### src/tmc_pkg.sv
// How it works
// - the counter is an 8-bit software readable and writable value that flags an overflow interrupt when it wraps from FFh to 00h.
// - with the source select bit (bit 5) clear the counter adds one every instruction cycle when it has no prescaler.
// - after any software write to the counter, increments are held off for the next two instruction cycles.
// - with the source select bit set the counter counts edges of the external count pin instead of instruction cycles.
// - in counter mode the edge select bit (bit 4) picks rising edges when clear and falling edges when set.
// - the external pin is synchronised to the internal clock and the increment lands a fixed delay after it; the source must be slow enough to be sampled.
// - one 8-bit prescaler serves either the counter or the watchdog, and the unit without it runs unscaled.
// - software has no read or write path to the prescaler count.
// - the prescaler assign bit and the three-bit ratio field sit in bits 3 to 0 of the option register.
// - with the assign bit clear the prescaler feeds the counter with ratios 1:2 up to 1:256 in powers of two.
// - with the assign bit set the prescaler is the watchdog postscaler with ratios 1:1 up to 1:128 in powers of two.
// - while the counter owns the prescaler, every counter write clears the prescale count and leaves the assign bit alone.
// - while the watchdog owns the prescaler, the watchdog clear instruction resets both the prescale count and the watchdog counter.
//
// package: register map, field positions, reset values and timing for the timer block.
// assumes a 32-bit apb master and one clock; the instruction cycle is a divided enable.
package tmc_pkg;
	localparam int         APB_AW         = 8;
	localparam int         APB_DW         = 32;
	localparam int         CNT_W          = 8;
	localparam int         PSC_W          = 8;
	localparam int         PS_W           = 3;

	localparam logic [7:0] REG_COUNT      = 8'h00;
	localparam logic [7:0] REG_OPTION     = 8'h04;
	localparam logic [7:0] REG_STATUS     = 8'h08;
	localparam logic [7:0] REG_MASK       = 8'h0C;
	localparam logic [7:0] REG_CTRL       = 8'h10;
	localparam logic [7:0] REG_WDT        = 8'h14;

	localparam int         OPT_CS         = 5;
	localparam int         OPT_SE         = 4;
	localparam int         OPT_ASSIGN     = 3;
	localparam int         OPT_PS_LSB     = 0;
	localparam int         OPT_W          = 6;
	localparam logic [5:0] OPTION_RST     = 6'h00;

	localparam int         STAT_OVF       = 0;
	localparam int         STAT_WDT       = 1;
	localparam int         STAT_W         = 2;
	localparam logic [1:0] STATUS_RST     = 2'h0;
	localparam logic [1:0] MASK_RST       = 2'h0;
	localparam int         CTRL_WCLR      = 0;

	localparam logic [7:0] CNT_RST        = 8'h00;
	localparam logic [7:0] CNT_MAX        = 8'hFF;
	localparam int         INSTR_DIV      = 4;
	localparam logic [1:0] INHIBIT_CYCLES = 2'h2;
endpackage : tmc_pkg

### src/tmc_edge_sync.sv
// edge synchroniser for the external count pin.
// assumes the pin is asynchronous to pclk and holds each level for at least three clocks.
`timescale 1ns/1ps
module tmc_edge_sync (
	input  wire logic pclk,     // system clock
	input  wire logic presetn,  // async reset, active low
	input  wire logic pin_in,   // raw external pin
	output logic      rise,     // one-cycle pulse on rising edge
	output logic      fall      // one-cycle pulse on falling edge
);
	logic s1_r, s2_r, s3_r;
	logic s1_nxt, s2_nxt, s3_nxt;

	always_comb begin
		s1_nxt = pin_in;
		s2_nxt = s1_r;
		s3_nxt = s2_r;
	end

	always_ff @(posedge pclk or negedge presetn) begin
		if (!presetn) begin
			s1_r <= 1'b0;
			s2_r <= 1'b0;
			s3_r <= 1'b0;
		end else begin
			s1_r <= s1_nxt;
			s2_r <= s2_nxt;
			s3_r <= s3_nxt;
		end
	end

	// only the second and third stages feed the edge detect
	assign rise = s2_r & ~s3_r;
	assign fall = ~s2_r & s3_r;
endmodule : tmc_edge_sync

### src/tmc_prescaler.sv
// shared 8-bit prescaler; divides an input tick by a power of two.
// assumes tick_in is a one-cycle pulse and clear is a one-cycle pulse on the same clock.
`timescale 1ns/1ps
module tmc_prescaler import tmc_pkg::*; #(
	parameter int W = tmc_pkg::PSC_W   // prescale counter width
) (
	input  wire logic                    pclk,      // system clock
	input  wire logic                    presetn,   // async reset, active low
	input  wire logic                    tick_in,   // undivided tick
	input  wire logic                    clear,     // clear the count
	input  wire logic                    to_wdt,    // owner is the watchdog
	input  wire logic [tmc_pkg::PS_W-1:0] ratio,    // ratio field
	output logic                         tick_out   // divided tick
);
	logic [W-1:0] cnt_r, cnt_nxt;
	logic [W-1:0] mask;

	// low bits that must be all ones before a tick passes
	function automatic logic [W-1:0] ratio_mask(input logic [PS_W-1:0] n, input logic wdt);
		logic [3:0] k;
		k = wdt ? {1'b0, n} : ({1'b0, n} + 4'h1);
		ratio_mask = W'((9'h001 << k) - 9'h001);
	endfunction : ratio_mask

	always_comb begin
		mask     = ratio_mask(ratio, to_wdt);
		tick_out = tick_in & ~clear & ((cnt_r & mask) == mask);
		cnt_nxt  = cnt_r;
		if (clear)
			cnt_nxt = '0;
		else if (tick_in)
			cnt_nxt = cnt_r + W'(1);
	end

	// count has no software path in or out
	always_ff @(posedge pclk or negedge presetn) begin
		if (!presetn)
			cnt_r <= '0;
		else
			cnt_r <= cnt_nxt;
	end
endmodule : tmc_prescaler

### src/tmc_timer.sv
// 8-bit timer/counter with shared prescaler, watchdog counter and apb register slave.
// assumes apb master on pclk; external_count_pin is asynchronous.
//
// Our own choices: the APB interface to the registers and the register addresses.
`timescale 1ns/1ps
module tmc_timer #(
	parameter int INSTR_DIV = tmc_pkg::INSTR_DIV  // pclk cycles per instruction cycle
) (
	input  wire logic                        pclk,               // system clock
	input  wire logic                        presetn,            // async reset, active low
	input  wire logic                        psel,               // apb select
	input  wire logic                        penable,            // apb enable
	input  wire logic                        pwrite,             // apb write
	input  wire logic [tmc_pkg::APB_AW-1:0]  paddr,              // apb byte address
	input  wire logic [tmc_pkg::APB_DW-1:0]  pwdata,             // apb write data
	output logic      [tmc_pkg::APB_DW-1:0]  prdata,             // apb read data
	output logic                             pready,             // apb ready
	output logic                             pslverr,            // apb error on unmapped
	input  wire logic                        external_count_pin, // external count source
	output logic                             irq                 // level interrupt
);
	import tmc_pkg::*;

	// instruction cycle enable
	logic [1:0]        div_r, div_nxt;
	logic              instr_en_r, instr_en_nxt;

	// software visible state and the write hold off count
	logic [CNT_W-1:0]  counter_value_reg_r, counter_value_reg_nxt;
	logic [OPT_W-1:0]  option_r, option_nxt;
	logic [STAT_W-1:0] status_r, status_nxt;
	logic [STAT_W-1:0] mask_r, mask_nxt;
	logic [CNT_W-1:0]  wdt_cnt_r, wdt_cnt_nxt;
	logic [1:0]        inhibit_r, inhibit_nxt;

	// bus answer and interrupt output
	logic [APB_DW-1:0] prdata_r, prdata_nxt;
	logic              pready_r, pready_nxt;
	logic              pslverr_r, pslverr_nxt;
	logic              irq_r, irq_nxt;

	// datapath terms
	logic              acc, wr_acc, rd_phase;
	logic              cnt_wr, wclr;
	logic              rise, fall, ext_edge, src_tick;
	logic              count_source_select, count_edge_select, prescaler_assign;
	logic [PS_W-1:0]   prescale_ratio_field;
	logic              wdt_wrap, psc_in, psc_clr, psc_out;
	logic              inc_raw, inc_en, ovf, wdt_event;
	logic [STAT_W-1:0] ev, w1c;

	function automatic logic is_mapped(input logic [APB_AW-1:0] a);
		if (a == REG_COUNT)       is_mapped = 1'b1;
		else if (a == REG_OPTION) is_mapped = 1'b1;
		else if (a == REG_STATUS) is_mapped = 1'b1;
		else if (a == REG_MASK)   is_mapped = 1'b1;
		else if (a == REG_CTRL)   is_mapped = 1'b1;
		else if (a == REG_WDT)    is_mapped = 1'b1;
		else                      is_mapped = 1'b0;
	endfunction : is_mapped

	tmc_edge_sync u_sync (
		.pclk    (pclk),
		.presetn (presetn),
		.pin_in  (external_count_pin),
		.rise    (rise),
		.fall    (fall)
	);

	tmc_prescaler #(.W(PSC_W)) u_psc (
		.pclk     (pclk),
		.presetn  (presetn),
		.tick_in  (psc_in),
		.clear    (psc_clr),
		.to_wdt   (prescaler_assign),
		.ratio    (prescale_ratio_field),
		.tick_out (psc_out)
	);

	// option field split
	always_comb begin
		count_source_select  = option_r[OPT_CS];
		count_edge_select    = option_r[OPT_SE];
		prescaler_assign     = option_r[OPT_ASSIGN];
		prescale_ratio_field = option_r[OPT_PS_LSB +: PS_W];
	end

	// apb phase decode
	always_comb begin
		acc      = psel & penable & pready_r;
		wr_acc   = acc & pwrite;
		rd_phase = psel & penable & ~pready_r;
		cnt_wr   = wr_acc & (paddr == REG_COUNT);
		wclr     = wr_acc & (paddr == REG_CTRL) & pwdata[CTRL_WCLR];
		w1c      = (wr_acc & (paddr == REG_STATUS)) ? pwdata[STAT_W-1:0] : '0;
	end

	// count path and prescaler routing
	always_comb begin
		ext_edge  = count_edge_select ? fall : rise;
		src_tick  = count_source_select ? ext_edge : instr_en_r;
		wdt_wrap  = instr_en_r & (wdt_cnt_r == CNT_MAX);
		psc_in    = prescaler_assign ? wdt_wrap : src_tick;
		psc_clr   = prescaler_assign ? wclr : cnt_wr;
		inc_raw   = prescaler_assign ? src_tick : psc_out;
		inc_en    = inc_raw & (inhibit_r == 2'h0) & ~cnt_wr;
		ovf       = inc_en & (counter_value_reg_r == CNT_MAX);
		wdt_event = prescaler_assign ? psc_out : wdt_wrap;
		ev        = '0;
		ev[STAT_OVF] = ovf;
		ev[STAT_WDT] = wdt_event;
	end

	// instruction cycle divider
	always_comb begin
		instr_en_nxt = (div_r == 2'(INSTR_DIV - 1));
		div_nxt      = instr_en_nxt ? 2'h0 : div_r + 2'h1;
	end

	// counter, watchdog, inhibit and control registers
	always_comb begin
		counter_value_reg_nxt = counter_value_reg_r;
		option_nxt            = option_r;
		mask_nxt              = mask_r;
		wdt_cnt_nxt           = wdt_cnt_r;
		inhibit_nxt           = inhibit_r;
		if (cnt_wr)
			counter_value_reg_nxt = pwdata[CNT_W-1:0];
		else if (inc_en)
			counter_value_reg_nxt = counter_value_reg_r + 8'h01;
		if (cnt_wr)
			inhibit_nxt = INHIBIT_CYCLES;
		else if (instr_en_r && inhibit_r != 2'h0)
			inhibit_nxt = inhibit_r - 2'h1;
		if (wclr)
			wdt_cnt_nxt = CNT_RST;
		else if (instr_en_r)
			wdt_cnt_nxt = wdt_cnt_r + 8'h01;
		// counter writes never touch the option register
		if (wr_acc && paddr == REG_OPTION)
			option_nxt = pwdata[OPT_W-1:0];
		if (wr_acc && paddr == REG_MASK)
			mask_nxt = pwdata[STAT_W-1:0];
		// a new event beats a same-cycle clear
		status_nxt = (status_r & ~w1c) | ev;
		irq_nxt    = |(status_nxt & mask_nxt);
	end

	// read mux and bus answer; one wait state before pready
	always_comb begin
		pready_nxt  = rd_phase;
		prdata_nxt  = '0;
		pslverr_nxt = 1'b0;
		if (rd_phase) begin
			pslverr_nxt = ~is_mapped(paddr);
			if (!pwrite) begin
				if (paddr == REG_COUNT)
					prdata_nxt = {24'h00_0000, counter_value_reg_r};
				else if (paddr == REG_OPTION)
					prdata_nxt = {26'h000_0000, option_r};
				else if (paddr == REG_STATUS)
					prdata_nxt = {30'h0000_0000, status_r};
				else if (paddr == REG_MASK)
					prdata_nxt = {30'h0000_0000, mask_r};
				else if (paddr == REG_WDT)
					prdata_nxt = {24'h00_0000, wdt_cnt_r};
				else
					prdata_nxt = '0;
			end
		end
	end

	always_ff @(posedge pclk or negedge presetn) begin
		if (!presetn) begin
			div_r               <= 2'h0;
			instr_en_r          <= 1'b0;
			counter_value_reg_r <= CNT_RST;
			option_r            <= OPTION_RST;
			status_r            <= STATUS_RST;
			mask_r              <= MASK_RST;
			wdt_cnt_r           <= CNT_RST;
			inhibit_r           <= 2'h0;
			prdata_r            <= '0;
			pready_r            <= 1'b0;
			pslverr_r           <= 1'b0;
			irq_r               <= 1'b0;
		end else begin
			div_r               <= div_nxt;
			instr_en_r          <= instr_en_nxt;
			counter_value_reg_r <= counter_value_reg_nxt;
			option_r            <= option_nxt;
			status_r            <= status_nxt;
			mask_r              <= mask_nxt;
			wdt_cnt_r           <= wdt_cnt_nxt;
			inhibit_r           <= inhibit_nxt;
			prdata_r            <= prdata_nxt;
			pready_r            <= pready_nxt;
			pslverr_r           <= pslverr_nxt;
			irq_r               <= irq_nxt;
		end
	end

	assign prdata  = prdata_r;
	assign pready  = pready_r;
	assign pslverr = pslverr_r;
	assign irq     = irq_r;
endmodule : tmc_timer
### config.mk
export PLATFORM = sky130hd
export DESIGN_NAME = tmc_timer
export DESIGN_NICKNAME = d
export VERILOG_FILES = /design/src/tmc_pkg.sv /design/src/tmc_edge_sync.sv /design/src/tmc_prescaler.sv /design/src/tmc_timer.sv
export SDC_FILE = /design/constraint.sdc
export NUM_CORES = 1
export LEC_CHECK = 0
export ABC_CLOCK_PERIOD_IN_PS = 4000
export BUFFER_PORTS_ARGS = -buffer_cell sky130_fd_sc_hd__buf_4
export CORE_MARGIN = 4
export CORE_UTILIZATION = 30
export CTS_CLUSTER_SIZE = 30
export DETAILED_ROUTE_END_ITERATION = 16
export PLACE_DENSITY = 0.47
export SLEW_MARGIN = 20
export SYNTH_ARGS = -nofsm -noshare
export SYNTH_HDL_FRONTEND = slang
export SYNTH_SLANG_ARGS = --single-unit
### constraint.sdc
create_clock -name pclk -period 4 [get_ports pclk]
set_clock_uncertainty 0.15 [all_clocks]
set_input_delay 1 -clock pclk [delete_from_list [all_inputs] [get_ports pclk]]
set_output_delay 1 -clock pclk [all_outputs]
set_load 0.1 [all_outputs]
==> results.sh <==
export IMPL_status="completed"
export IMPL_cellLeakagePower_nw=1.65
export IMPL_syn_area_per_cell_um2=9.77
export IMPL_finalSetupViolCount=0
export IMPL_syn_area_mm2=0.00328
export IMPL_critPathRequiredTime_ps=4090
export IMPL_die_area_mm2=0.0127
export IMPL_synth_seq_area_share=0.404
export IMPL_arrival_ps=3850
export IMPL_fmax_ghz=0.266
export IMPL_post_drt_wl_per_cell_um=14.7
export IMPL_grt_pass1_wl_um=12400
export IMPL_min_path_type="flip-flop to flip-flop"
export IMPL_io_buffers=32
export IMPL_holdWs_ps=213
export IMPL_reg2reg_to="irq"
export IMPL_clk_pin_slew_ps=100
export IMPL_gp_congestion=0.816
export IMPL_htreeDepth=2
export IMPL_insertion_delay_ps=310
export IMPL_cts_buffers=5
export IMPL_clk_path_buf_depth=2
export IMPL_peakVddDrop_uv=152
export IMPL_synth_warning_count=0
export IMPL_die_w_um=113
export IMPL_dr_pass1_iters=4
export IMPL_ys_top_cells_by_area="dfrtp_1 40%, mux2_2 6.2%, buf_4 5.7%, nor2_1 5.3%, xnor2_1 3.5%"
export IMPL_clock_sinks=53
export IMPL_grt_max_degree=54
export IMPL_area_growth_pct=12.6
export IMPL_rr_startpoint="option_r[0]"
export IMPL_grt_pass1_vias=2388
export IMPL_maxCapViolCount=0
export IMPL_synth_top_area_frac=0.404
export IMPL_vias=2468
export IMPL_cts_tree="done"
export IMPL_total_power_w=0.00122
export IMPL_hold_end="u_sync.s2_r"
export IMPL_period_share=0.941
export IMPL_hold_violations=0
export IMPL_postCtsHoldBufs=0
export IMPL_drc=0
export IMPL_slew_headroom=0.554
export IMPL_yosysTopAreaCell="dfrtp_1"
export IMPL_synth_seq_cells=53
export IMPL_core_area_mm2=0.0105
export IMPL_fill_cells=1076
export IMPL_ctsResizeCount=0
export IMPL_num_io_pins=81
export IMPL_synth_common_cells="53 x dfrtp_1, 46 x nor2_1, 25 x buf_4"
export IMPL_root_buffer="clkbuf_8"
export IMPL_criticalPathCategory="flip-flop to flip-flop"
export IMPL_utilization=0.352
export IMPL_worstPathMaxFanout=9
export IMPL_rr_worst_depth=12
export IMPL_period_needed_ps=3760
export IMPL_end_kind="flip-flop"
export IMPL_synthArstFlopShare=1.00
export IMPL_final_area_mm2=0.00370
export IMPL_worst_pin_slew_ps=670
export IMPL_final_nets=422
export IMPL_diodes=0
export IMPL_initial_core_util=0.312
export IMPL_rows=37
export IMPL_drive_gt1_frac=0.219
export IMPL_via_per_inst=4.88
export IMPL_die_h_um=113
export IMPL_synth_cell_types=59
export IMPL_synth_main_ff_cell="dfrtp_1"
export IMPL_drtIter0Drc=173
export IMPL_antenna_found_initial=0
export IMPL_post_cts_repair_setup_buffers=0
export IMPL_dp_hpwl_um=5650
export IMPL_drt_wl_total_um=7420
export IMPL_worstHoldPathCells=0
export IMPL_setup_tns_ps=0
export IMPL_setup_worst_path_start_class="flip-flop"
export IMPL_synthCells=336
export IMPL_rrSetupSlack_ps=240
export IMPL_antenna_left=0
export IMPL_synth_most_common_cell="dfrtp_1"
export IMPL_hp_start="u_sync.s1_r"
export IMPL_place_area_mm2=0.00360
export IMPL_power_density_mw_per_mm2=329
export IMPL_drv_slew=0
export IMPL_rsz0062_at_grt="no"
export IMPL_grt_total_usage=0.120
export IMPL_grt_overflow=0
export IMPL_synth_edf_count=0
-- area by class of cell --
| type | instances | area, um^2 | share of cell area |
|---|---|---|---|
| tap | 136 | 170 | 0.0460 |
| multi-input combinational | 260 | 1770 | 0.480 |
| clock inverter | 3 | 22.5 | 0.00609 |
| inverter | 9 | 33.8 | 0.00914 |
| timing repair buffer | 40 | 300 | 0.0812 |
| sequential | 53 | 1330 | 0.359 |
| clock buffer | 5 | 68.8 | 0.0186 |
-- cell families (layout without fill, tap and decap cells) --
logic type               Yosys count  count (layout)  share of synthesized area
AND/OR/NAND/NOR                  128             128                      0.206
other                              1              24                    0.00114
flip-flops                        53              53                      0.404
AO/OA/AOI/OAI                     52              52                      0.129
multiplexers                      24              24                     0.0842
adder cells (fa/ha/maj)            7               7                     0.0267
buffers and inverters             46              57                     0.0827
XOR/XNOR                          25              25                     0.0667
-- power breakdown --
part	internal, W	switching (W)
clock	0.000125	0.000183
sequential	0.000582	0.0000526
combinational	0.0000819	0.000193
-- through the flow --
| step | worst slack, ps | std cells |
|---|---|---|
| CTS | 173 | 506 |
| floorplan | 453 | 359 |
| global placement | 208 | 498 |
| detailed placement | 195 | 498 |
| finish | 237 | 506 |
| global route | 8.24 | 506 |
-- worst max path at each step --
stage                     start                     end  cells after the start
floorplan           option_r[0]  counter_value_reg_r[7]                     13
global placement    option_r[0]                     irq                     12
detailed placement  option_r[0]                     irq                     12
CTS                 option_r[0]                     irq                     12
global route        option_r[1]                     irq                     12
finish              option_r[0]                     irq                     12
-- registers in the layout, indices dropped and copies added (netlist names) --
register and cells:
counter_value_reg_r 8, div_r 2, inhibit_r 2, instr_en_r 1, irq 1, mask_r 2, option_r 6, prdata 8
pready 1, pslverr 1, status_r 2, u_psc.cnt_r 8, u_sync.s1_r 1, u_sync.s2_r 1, u_sync.s3_r 1, wdt_cnt_r 8
-- worst max-delay path: stages, from the launching register on --
cell and delay [ps]:
dfrtp_1 390, ha_1 470, nor2_1 120, a31oi_1 260, ha_2 330, a21oi_1 60
mux2_2 260, a32o_1 230, a2111oi_2 510, a41oi_4 250, nand4b_1 290, o2bb2ai_2 210
a22o_1 170
-- layout by cell type, fill, tap and decap left out, types with 5 or more instances in the layout --
| master | Yosys | final |
|---|---|---|
| nor2_1 | 46 | 46 |
| clkbuf_8 | 0 | 5 |
| nand2b_1 | 5 | 5 |
| conb_1 | 1 | 24 |
| a22oi_1 | 8 | 8 |
| xnor2_1 | 13 | 13 |
| nor2b_1 | 7 | 7 |
| mux2_2 | 18 | 18 |
| nor4_1 | 7 | 7 |
| inv_1 | 7 | 7 |
| xor2_1 | 12 | 12 |
| nand3b_1 | 5 | 5 |
| and2_1 | 5 | 5 |
| ha_1 | 7 | 6 |
| nand4_1 | 11 | 11 |
| dfrtp_1 | 53 | 53 |
| a21oi_1 | 11 | 11 |
| buf_4 | 25 | 40 |
| nand2_1 | 17 | 17 |
| o21ai_0 | 7 | 7 |
-- metal layers --
metal  global-route usage  up-vias  part of all wire
met2                0.177       85              0.43
li1                     -     1203                 -
met3               0.0232        8             0.065
met1                0.177     1172              0.49
met5                    0        -                 0
met4               0.0361        0             0.016
(Power assumes the default switching activity.)
